## config.mk

```make
export PLATFORM = sky130hd
export DESIGN_NAME = lpsc_top
export DESIGN_NICKNAME = d
export VERILOG_FILES = /design/src/hdl/lpsc_pkg.sv /design/src/hdl/lpsc_wake_if.sv /design/src/hdl/lpsc_top.sv /design/src/hdl/lpsc_wake.sv
export SDC_FILE = /design/constraint.sdc
export NUM_CORES = 1
export LEC_CHECK = 0
export ABC_AREA = 0
export ABC_CLOCK_PERIOD_IN_PS = 9700
export BUFFER_PORTS_ARGS = -buffer_cell sky130_fd_sc_hd__buf_2
export CORE_UTILIZATION = 40
export CTS_CLUSTER_SIZE = 20
export DETAILED_ROUTE_END_ITERATION = 6
export SYNTH_ARGS = -nofsm -noshare
export SYNTH_HDL_FRONTEND = slang
export SYNTH_SLANG_ARGS = --single-unit
```

## constraint.sdc

```tcl
create_clock -name clk_sys -period 9.7 [get_ports clk_sys]
set_input_delay 0.485 -clock clk_sys [delete_from_list [all_inputs] [get_ports clk_sys]]
set_output_delay 0.485 -clock clk_sys [all_outputs]
set_load 0.1 [all_outputs]
```

## src/hdl/lpsc_pkg.sv

```systemverilog
`default_nettype none
package lpsc_pkg;
  // Register byte offsets
  localparam logic [4:0] ADR_RCTL = 5'h00;
  localparam logic [4:0] ADR_MCTL = 5'h04;
  localparam logic [4:0] ADR_STAT = 5'h08;
  localparam logic [4:0] ADR_IST  = 5'h0c;
  localparam logic [4:0] ADR_IMSK = 5'h10;
  // regulator_control fields
  localparam int RC_RATE = 0;
  localparam int RC_VSEL = 4;
  localparam int RC_EN   = 8;
  localparam int RC_HOLD = 12;
  localparam int RC_BYP  = 13;
  localparam logic [1:0]  RATE_OFF = 2'h0;
  localparam logic [1:0]  RATE_RST = 2'h1;
  localparam logic [15:0] RCTL_RST = 16'h0081;
  // Mode control fields
  localparam int MC_DS  = 0;
  localparam int MC_BYP = 1;
  // Interrupt bits
  localparam int IRQ_RTC  = 0;
  localparam int IRQ_HIBW = 1;
  localparam int IRQ_RST  = 2;
  // Synchronised input indices; first four are hibernate wake sources
  localparam int W_CAN  = 0;
  localparam int W_GENW = 1;
  localparam int W_RTCW = 2;
  localparam int W_RST  = 3;
  localparam int W_RTCI = 4;
  localparam int W_SUP  = 5;
  // Supply target: base plus 50 mV per step
  localparam logic [11:0] VBASE_MV = 12'h02bc;
  localparam logic [11:0] VSTEP_MV = 12'h0032;
  // Core reset hold after supply is good
  localparam int CLK_MHZ      = 200;
  localparam int BOOT_HOLD_NS = 100;
  localparam int BOOT_CYC_I   = (BOOT_HOLD_NS * CLK_MHZ + 999) / 1000;
  localparam logic [7:0] BOOT_CYC = 8'(BOOT_CYC_I);
  typedef enum logic [5:0] {
    ST_FULL = 6'h01,
    ST_ACT  = 6'h02,
    ST_DSLP = 6'h04,
    ST_HIB  = 6'h08,
    ST_RAMP = 6'h10,
    ST_BOOT = 6'h20
  } lpsc_mode_t;
endpackage
`default_nettype wire

```

## src/hdl/lpsc_wake_if.sv

```systemverilog
`default_nettype none
interface lpsc_wake_if;
  logic [5:0] raw;
  logic [3:0] wake_en;
  logic [5:0] lvl;
  logic       hib_wake;
  modport ctl (output raw, output wake_en, input lvl, input hib_wake);
  modport syn (input raw, input wake_en, output lvl, output hib_wake);
endinterface
`default_nettype wire

```

## src/hdl/lpsc_top.sv

```systemverilog
// Overview of operation
// - Deep sleep stops core and system clocks
// - Deep sleep blocks asynchronous peripheral access
// - Deep sleep exits only on reset/RTC
// - RTC interrupt in deep sleep enters active
// - Reset in deep sleep boots into full-on
// - Frequency field 00 enters hibernate
// - Hibernate three-states all external pins
// - Low general wake pin requests wake
// - Four wake sources, each separately enabled
// - Every hibernate wake restores regulator, resets
// - Only regulator control survives hibernate; its rate field returns to the reset rate
// - Hold bit set at hibernate entry keeps SDRAM clock enable low until cleared
// - Supply target set in 50 mV steps
// - Regulator may be disabled and bypassed
// - Full-on PLL used; active bypasses PLL
`default_nettype none
module lpsc_top
(
  input  wire logic        clk_sys,
  input  wire logic        rstn,
  input  wire logic        ce,
  input  wire logic        wb_cyc_i,
  input  wire logic        wb_stb_i,
  input  wire logic        wb_we_i,
  input  wire logic [4:0]  wb_adr_i,
  input  wire logic [3:0]  wb_sel_i,
  input  wire logic [31:0] wb_dat_i,
  output logic      [31:0] wb_dat_o,
  output logic             wb_ack_o,
  input  wire logic        can_wake,
  input  wire logic        general_wake_pin_n,
  input  wire logic        rtc_wake,
  input  wire logic        rtc_irq,
  input  wire logic        reset_pin_n,
  input  wire logic        supply_ok,
  input  wire logic        sdram_cke_req,
  output logic             core_clock_en,
  output logic             sys_clock_en,
  output logic             pll_bypass,
  output logic             async_block,
  output logic             regulator_en,
  output logic             regulator_bypass,
  output logic      [11:0] supply_target_mv,
  output logic             core_rst_n,
  output logic             io_hiz,
  output logic             sdram_clock_enable_pin_o,
  output logic             sdram_clock_enable_pin_oe,
  output logic             irq
);
  import lpsc_pkg::*;

  typedef struct packed {
    lpsc_mode_t  mode;
    logic [15:0] rctl;
    logic        byp;
    logic [2:0]  ist;
    logic [2:0]  imsk;
    logic        hold;
    logic        from_hib;
    logic [7:0]  cnt;
    logic [11:0] tgt;
    logic        ack;
    logic [31:0] dat;
  } lpsc_top_st_t;

  lpsc_top_st_t st;
  lpsc_top_st_t nx;

  lpsc_wake_if w ();

  lpsc_wake u_wake
  (
    .clk_sys (clk_sys),
    .rstn    (rstn),
    .ce      (ce),
    .w       (w.syn)
  );

  // Gates ahead of the first flop only normalise polarity
  assign w.raw = {supply_ok, rtc_irq, ~reset_pin_n, rtc_wake, ~general_wake_pin_n, can_wake};
  assign w.wake_en = st.rctl[RC_EN +: 4];

  function automatic logic clocks_off(input lpsc_mode_t m);
    clocks_off = (m == ST_DSLP) || (m == ST_HIB) || (m == ST_RAMP);
  endfunction

  logic       bus_take;
  logic       bus_wr;
  logic       hib_req;
  logic       ds_req;
  logic [2:0] irq_set;
  logic [2:0] irq_w1c;

  assign bus_take = wb_cyc_i && wb_stb_i && !st.ack;
  // Writes commit on the ack edge, the one edge at which the master ends the cycle
  assign bus_wr   = wb_cyc_i && wb_stb_i && wb_we_i && st.ack;
  assign hib_req  = bus_wr && (wb_adr_i == ADR_RCTL) && wb_sel_i[0]
                    && (wb_dat_i[RC_RATE +: 2] == RATE_OFF);
  assign ds_req   = bus_wr && (wb_adr_i == ADR_MCTL) && wb_sel_i[0] && wb_dat_i[MC_DS];
  assign irq_w1c  = (bus_wr && (wb_adr_i == ADR_IST) && wb_sel_i[0]) ? wb_dat_i[2:0] : 3'h0;

  always_comb
  begin
    nx      = st;
    irq_set = 3'h0;
    nx.ack  = bus_take;
    if (bus_take)
    begin
      case (wb_adr_i)
        ADR_RCTL: nx.dat = {16'h0000, st.rctl};
        ADR_MCTL: nx.dat = {30'h0000_0000, st.byp, 1'b0};
        ADR_STAT: nx.dat = {16'h0000, w.lvl, st.from_hib, st.hold, 2'h0, st.mode};
        ADR_IST:  nx.dat = {29'h0000_0000, st.ist};
        ADR_IMSK: nx.dat = {29'h0000_0000, st.imsk};
        default:  nx.dat = 32'h0000_0000;
      endcase
    end
    if (bus_wr)
    begin
      case (wb_adr_i)
        ADR_RCTL:
        begin
          if (wb_sel_i[0])
            nx.rctl[7:0] = wb_dat_i[7:0];
          if (wb_sel_i[1])
            nx.rctl[15:8] = wb_dat_i[15:8];
        end
        ADR_MCTL:
        begin
          if (wb_sel_i[0])
            nx.byp = wb_dat_i[MC_BYP];
        end
        ADR_IMSK:
        begin
          if (wb_sel_i[0])
            nx.imsk = wb_dat_i[2:0];
        end
        default:
        begin
          nx.dat = nx.dat;
        end
      endcase
    end

    case (st.mode)
      ST_FULL, ST_ACT:
      begin
        if (hib_req)
          nx.mode = ST_HIB;
        else if (ds_req)
          nx.mode = ST_DSLP;
        else
          nx.mode = nx.byp ? ST_ACT : ST_FULL;
      end
      ST_DSLP:
      begin
        // Nothing but the RTC interrupt or reset leaves here
        if (w.lvl[W_RTCI])
        begin
          nx.mode = ST_ACT;
          nx.byp  = 1'b1;
          irq_set[IRQ_RTC] = 1'b1;
        end
      end
      ST_HIB:
      begin
        if (w.hib_wake)
        begin
          nx.mode     = ST_RAMP;
          nx.rctl[RC_RATE +: 2] = RATE_RST;
          nx.from_hib = 1'b1;
          // Only regulator control survives, with its rate field back at RATE_RST; the rest restarts clean
          nx.byp      = 1'b0;
          nx.imsk     = 3'h0;
          nx.ist      = 3'h0;
        end
      end
      ST_RAMP:
      begin
        if (w.lvl[W_SUP])
        begin
          nx.mode = ST_BOOT;
          nx.cnt  = 8'h00;
        end
      end
      ST_BOOT:
      begin
        if (st.cnt == BOOT_CYC - 8'h01)
        begin
          nx.mode     = ST_FULL;
          nx.from_hib = 1'b0;
          irq_set[st.from_hib ? IRQ_HIBW : IRQ_RST] = 1'b1;
        end
        else
          nx.cnt = st.cnt + 8'h01;
      end
      default:
      begin
        nx.mode = ST_FULL;
      end
    endcase

    // A flag set in the same cycle as its clear stays set
    nx.ist = (nx.ist & ~irq_w1c) | irq_set;

    // Reset pin acts as processor reset outside the hibernate path
    if (w.lvl[W_RST] && (st.mode != ST_HIB) && (st.mode != ST_RAMP))
    begin
      nx.mode = ST_BOOT;
      nx.cnt  = 8'h00;
      nx.byp  = 1'b0;
      nx.imsk = 3'h0;
      nx.ist  = 3'h0;
    end

    if ((nx.mode == ST_HIB) && (st.mode != ST_HIB))
      nx.hold = nx.rctl[RC_HOLD];
    else
      nx.hold = st.hold && nx.rctl[RC_HOLD];
    // Registered so the target never glitches while the field is rewritten
    nx.tgt = VBASE_MV + 12'(nx.rctl[RC_VSEL +: 4]) * VSTEP_MV;
  end

  always_ff @(posedge clk_sys or negedge rstn)
  begin
    if (!rstn)
    begin
      st      <= '0;
      st.mode <= ST_FULL;
      st.rctl <= RCTL_RST;
      st.tgt  <= VBASE_MV + 12'(RCTL_RST[RC_VSEL +: 4]) * VSTEP_MV;
    end
    else if (ce)
      st <= nx;
  end

  assign wb_dat_o         = st.dat;
  assign wb_ack_o         = st.ack;
  assign core_clock_en    = !clocks_off(st.mode);
  assign sys_clock_en     = !clocks_off(st.mode);
  assign async_block      = clocks_off(st.mode);
  assign pll_bypass       = (st.mode == ST_ACT);
  assign regulator_bypass = st.rctl[RC_BYP];
  assign regulator_en     = !st.rctl[RC_BYP] && (st.mode != ST_HIB);
  assign supply_target_mv = st.tgt;
  assign core_rst_n       = (st.mode != ST_RAMP) && (st.mode != ST_BOOT);
  assign io_hiz           = (st.mode == ST_HIB);
  // Off in hibernate; the board pulldown holds the pin low meanwhile
  assign sdram_clock_enable_pin_oe = (st.mode != ST_HIB);
  assign sdram_clock_enable_pin_o  = st.hold ? 1'b0 : sdram_cke_req;
  assign irq              = |(st.ist & st.imsk);
endmodule // lpsc_top
`default_nettype wire

```

## src/hdl/lpsc_wake.sv

```systemverilog
`default_nettype none
module lpsc_wake
(
  input  wire logic clk_sys,
  input  wire logic rstn,
  input  wire logic ce,
  lpsc_wake_if.syn  w
);
  import lpsc_pkg::*;

  typedef struct packed {
    logic [5:0] s1;
    logic [5:0] s2;
  } lpsc_sync_t;

  lpsc_sync_t st;
  lpsc_sync_t nx;

  always_comb
  begin
    nx    = st;
    nx.s1 = w.raw;
    nx.s2 = st.s1;
  end

  always_ff @(posedge clk_sys or negedge rstn)
  begin
    if (!rstn)
      st <= '0;
    else if (ce)
      st <= nx;
  end

  assign w.lvl      = st.s2;
  assign w.hib_wake = |(st.s2[W_RST:W_CAN] & w.wake_en);
endmodule // lpsc_wake
`default_nettype wire

```

== Word level (Yosys, flattened, before mapping) ==
Cells that the tools add are included.
Storage, ports and cells
  register bits after elaboration: 96
  bits in latches: 0
  memory bits (writable): 0
  bits in read-only memories: 0
  bits of input ports: 54
  output and inout bits: 56
  memories kept: 0
Operators by class
  $add $sub $neg: 2
  $mul: 1
  div/mod/pow operators: 0
  order comparisons: 2
  equality and inequality tests: 19
  shift operators: 0
  muxes and demuxes: 42
  bitwise operators: 7
  reduce and logical (&&, ||, !) cells: 36
Operator list (count)
  case mux 16 bit (5 select lines): 1
  two-way mux 6 bit: 6
  two-way mux 8 bit: 4
  case mux 6 bit (5 select lines): 1
  logical AND 1 bit: 19
  two-way mux 3 bit: 6
  case mux 8 bit (2 select lines): 1
  AND reduction 4 bit: 4
  two-way mux 14 bit: 1
  two-way mux 13 bit: 1
  equality test 6 x 4 -> 1 bit (second input constant): 2
  adder 10 x 10 -> 11 bit (first input constant): 1
  equality test 5 x 4 -> 1 bit (second input constant): 2
  multiplier 4 x 5 -> 9 bit (second input constant): 1
  two-way mux 1 bit: 9
  two-way mux 9 bit: 1
  adder 8 x 1 -> 8 bit (second input constant): 1
  equality test 8 x 5 -> 1 bit (second input constant): 1
  two-way mux 2 bit: 4
  two-way mux 7 bit: 1
  AND 3 bit: 2
  equality test 6 x 1 -> 1 bit (second input constant): 1
  equality test 6 x 2 -> 1 bit (second input constant): 1
  equality test 6 x 3 -> 1 bit (second input constant): 1
  31 further kinds: 37

== Depth between registers and ports, before layout ==
  word-level depth: 13
  gate-level depth with buffers: 13
  mapped depth without buffers: 12

== Modules after synthesis ==
A second synthesis with hierarchy kept.
Unflattened totals
  cell total of the unflattened synthesis: 450
  area, all modules: 4570.6 µm²
Modules (own cells, without submodules)
  lpsc_top: times used 1, cells each 422, area an instance 4067.7 µm²
  lpsc_wake: times used 1, cells each 28, area an instance 503.0 µm²

== Worst setup path after synthesis ==
No wires, ideal clock.
  path kind: flip-flop to flip-flop
  start: reg st[79] (netlist name)
  end: reg st[81] (netlist name)
  setup time: 0.077 ns
  data arrival time: 4.956 ns
  required time: 9.623 ns
  setup slack: 4.667 ns
  stages on the path, launching flop included: 8
  path buffers: 1
  clock period less this slack: 5.033 ns
  cell sequence: dfrtp_1 -> buf_2 -> or3_1 -> nor3_1 -> inv_1 -> o32ai_1 -> nand4_1 -> o21ai_1
RTL lines
  start, declared: line lpsc_top.sv:67  | lpsc_top_st_t st;
  start signal, assigned: line lpsc_top.sv:235  | st <= nx;
  equality test 6 x 4 -> 1 bit
  named net io_hiz: line lpsc_top.sv:46  | output logic io_hiz,
  case mux 6 bit (5 select lines): line lpsc_top.sv:146  | case (st.mode)
  two-way mux 6 bit: line lpsc_top.sv:208  | if (w.lvl[W_RST] && (st.mode != ST_HIB) && (st.mode != ST_RAMP))
The timed path passes the listed nets, and every way through them passes these cells.
A chain may end at the register's enable or synchronous reset.

==> flow_metrics.py <==
metrics = {
    "layout": {
        "finalNetCount": 578,
        "drive_gt1_share_pct": 26.9,
        "fin_cells": 657,
        "fin_util_pct": 46.1,
        "synthToLayoutAreaGrowth_pct": 10.1,
        "diodes": 0,
    },
    "timing": {
        "finalHoldViolations": 0,
        "rsz0062_at_grt": "no",
        "fin_ws_ns": 5.61,
        "final-setup-viol-count": 0,
        "fin_worst_skew_ns": 0.00830,
        "fin_crit_sh_pct": 42.2,
        "relSlewSlack_pct": 32.7,
        "worstMarginPinSlew_ns": 1.01,
        "slew_violations": 0,
        "fmax_mhz": 244,
        "fin_crit_ns": 4.09,
        "tns_ns": 0,
    },
    "worst_setup_path": {
        "regToRegStartpoint": "wb_ack_o",
        "crit_fanout": 11,
        "reg2reg_depth": 11,
        "r2r-end": "supply_target_mv[9]",
        "crit_type": "input pin to flip-flop",
        "worstSetupStartpointType": "input pin",
        "ff2ff_setup_slack_ns": 5.83,
        "cp.required_ns": 9.96,
        "arrival_ns": 4.35,
        "endpoint_kind": "flip-flop",
    },
    "global_routing": {
        "overflow": 0,
        "grt_pass1_wl_um": 17300,
        "grt.total_usage_pct": 18.7,
        "grt_pass1_vias": 3372,
        "grt_max_degree": 78,
        "antenna_found_initial": 0,
    },
    "yosys": {
        "synth-seq-cells": 77,
        "synth_area_um2": 4640,
        "synth-edff-count": 0,
        "syn_area_per_cell_um2": 9.66,
        "ys_warn_count": 0,
        "ys_seq_area_share_pct": 41.7,
        "ys_types": 71,
        "synth_flop_cell": "dfrtp_1",
        "async_reset_ff_share_pct": 100,
        "syn_inst": 480,
    },
    "placed_design": {
        "io_buffers": 73,
        "gp_congestion": 0.845,
        "dpl.hpwl_um": 7570,
        "pre_cts_slack_ns": 5.30,
        "dp.cells": 641,
    },
    "detailed_routing": {
        "via_per_inst": 5.44,
        "routedWlPerCell_um": 16.0,
        "drcViolationCount": 0,
        "final_antenna_net_count": 0,
        "drt_iter0_markers": 207,
        "dr.pass1.iters": 5,
        "wl_um": 10500,
        "vias": 3571,
    },
    "clock_tree": {
        "cts.sink_count": 77,
        "cts_buffer_depth": 2,
        "path_clk_slew_ns": 0.07,
        "clkLatencyLatePin_ns": 0.34,
        "cts_tree": "done",
        "cts.hold.buffers_added": 0,
        "cts_setup_buffers": 0,
        "root_buffer": "clkbuf_16",
        "cts_resized": 0,
        "htree_levels": 3,
        "cts_made_buffers": 9,
    },
    "run": {
        "max-cap-violations": 0,
    },
    "power": {
        "power_density_nw_per_um2": 187,
        "power.leakage_nw": 2.35,
        "ir_worst_vdd_mv": 0.116,
    },
    "die": {
        "die_w_um": 110,
        "pin_count": 110,
        "num_rows": 38,
        "coreArea_um2": 11100,
        "die_area_um2": 12000,
        "dieHeight_um": 110,
        "start_util_pct": 41.9,
    },
    "run_status": {
        "status": "completed",
    },
    "worst_hold_path": {
        "holdCritPathClass": "input pin to async pin",
    },
}
## per-stage QoR
| stage | total power [W] | hold WS, ns | cell area (um^2) |
|---|---|---|---|
| after floorplan | 0.000586 | 0.189 | 4700 |
| after global placement | 0.000614 | 0.461 | 4800 |
| after detailed placement | 0.000616 | 0.465 | 4800 |
| after CTS | 0.000964 | 0.324 | 5100 |
| after global routing | 0.000996 | 0.342 | 5100 |
| final | 0.000955 | 0.303 | 5100 |
## logic make-up (layout without fill, tap and decap cells)
kind of cell	Yosys count	count (layout)	synth area share (%)
compound gates	123	123	18.2
xor+xnor	8	8	1.51
fa+ha+maj	12	12	3.40
buf+inv	92	112	11.6
flops	77	77	41.7
mux	31	31	7.98
other cells	1	18	0.0809
simple gates	136	136	15.5
## routing by layer
layer	track usage, %	up-vias	share of wire [%]
li1	-	1730	-
met2	28.9	108	45
met3	3.38	7	5.6
met4	5.24	0	0.80
met5	0	-	0
met1	26.8	1726	49
## how the worst max path moves through the flow
stage	startpoint	to	slack (ns)
2_1_floorplan	st[79]	st[81]	4.67
5_1_grt	wb_adr_i[3]	supply_target_mv[9]	5.31
6_report	wb_adr_i[3]	supply_target_mv[9]	5.61
3_5_place_dp	wb_adr_i[3]	supply_target_mv[9]	5.30
3_3_place_gp	wb_adr_i[3]	supply_target_mv[9]	5.36
4_1_cts	wb_adr_i[3]	supply_target_mv[9]	5.62
## registers in the layout, summed over array words and instances (netlist names)
name / cells
u_wake.nx: 6
supply_target_mv: 9
regulator_bypass: 1
u_wake.w.lvl: 6
wb_ack_o: 1
st: 38
wb_dat_o: 16
## power by group
part	total [W]	internal, W	switching, W
logic	0.000242	0.0000555	0.000187
clock network	0.000345	0.000202	0.000143
registers	0.000368	0.000344	0.0000242
## cells in the final DEF (no fill, tap or decap), types with 5 or more instances in the layout
| master | n |
|---|---|
| ha_1 | 11 |
| buf_2 | 72 |
| nand3_1 | 13 |
| a21oi_1 | 13 |
| nor2b_1 | 5 |
| dfstp_2 | 7 |
| o21ai_1 | 5 |
| or3_1 | 5 |
| xor2_1 | 5 |
| nor4_1 | 5 |
| inv_1 | 21 |
| nand4_1 | 6 |
| mux2_2 | 18 |
| nand2_1 | 41 |
| dfrtp_1 | 70 |
| clkbuf_16 | 9 |
| nor2_1 | 29 |
| conb_1 | 18 |
| o21ai_0 | 38 |
| mux2_4 | 7 |
| o31ai_1 | 8 |
| a22oi_1 | 16 |
| a31oi_1 | 5 |
## cell usage after synthesis (all sizes together) (6+ instances only)
cell	number	area (um^2)
a21oi	13	65.1
a22oi	16	120
buf	51	385
clkbuf	20	75.1
dfrtp	70	1750
dfstp	7	184
ha	11	138
inv	21	78.8
mux2	27	330
nand2	41	154
nand3	13	65.1
nand4	6	37.5
nor2	29	109
nor4	6	52.6
o21ai	43	215
o31ai	11	97.6
or3	6	42.5
## layout make-up
cell class / count / area [um^2]
Fill cell: 1081 / 5970
Multi-Input combinational cell: 328 / 2230
Sequential cell: 77 / 1940
Timing Repair Buffer: 75 / 383
Clock buffer: 9 / 225
Tap cell: 140 / 175
Clock inverter: 7 / 80.1
Inverter: 21 / 78.8
## worst max-delay path, cell delays in order
cell and delay, ns:
buf_2 0.16, or4_4 0.55, nor4_4 0.53, mux2i_1 0.41, inv_1 0.11, ha_1 0.29
ha_1 0.25, fa_1 0.43, a21oi_1 0.20, xor2_1 0.30, or3b_2 0.48, a31oi_1 0.16
Power figures use the tool's default switching activity.
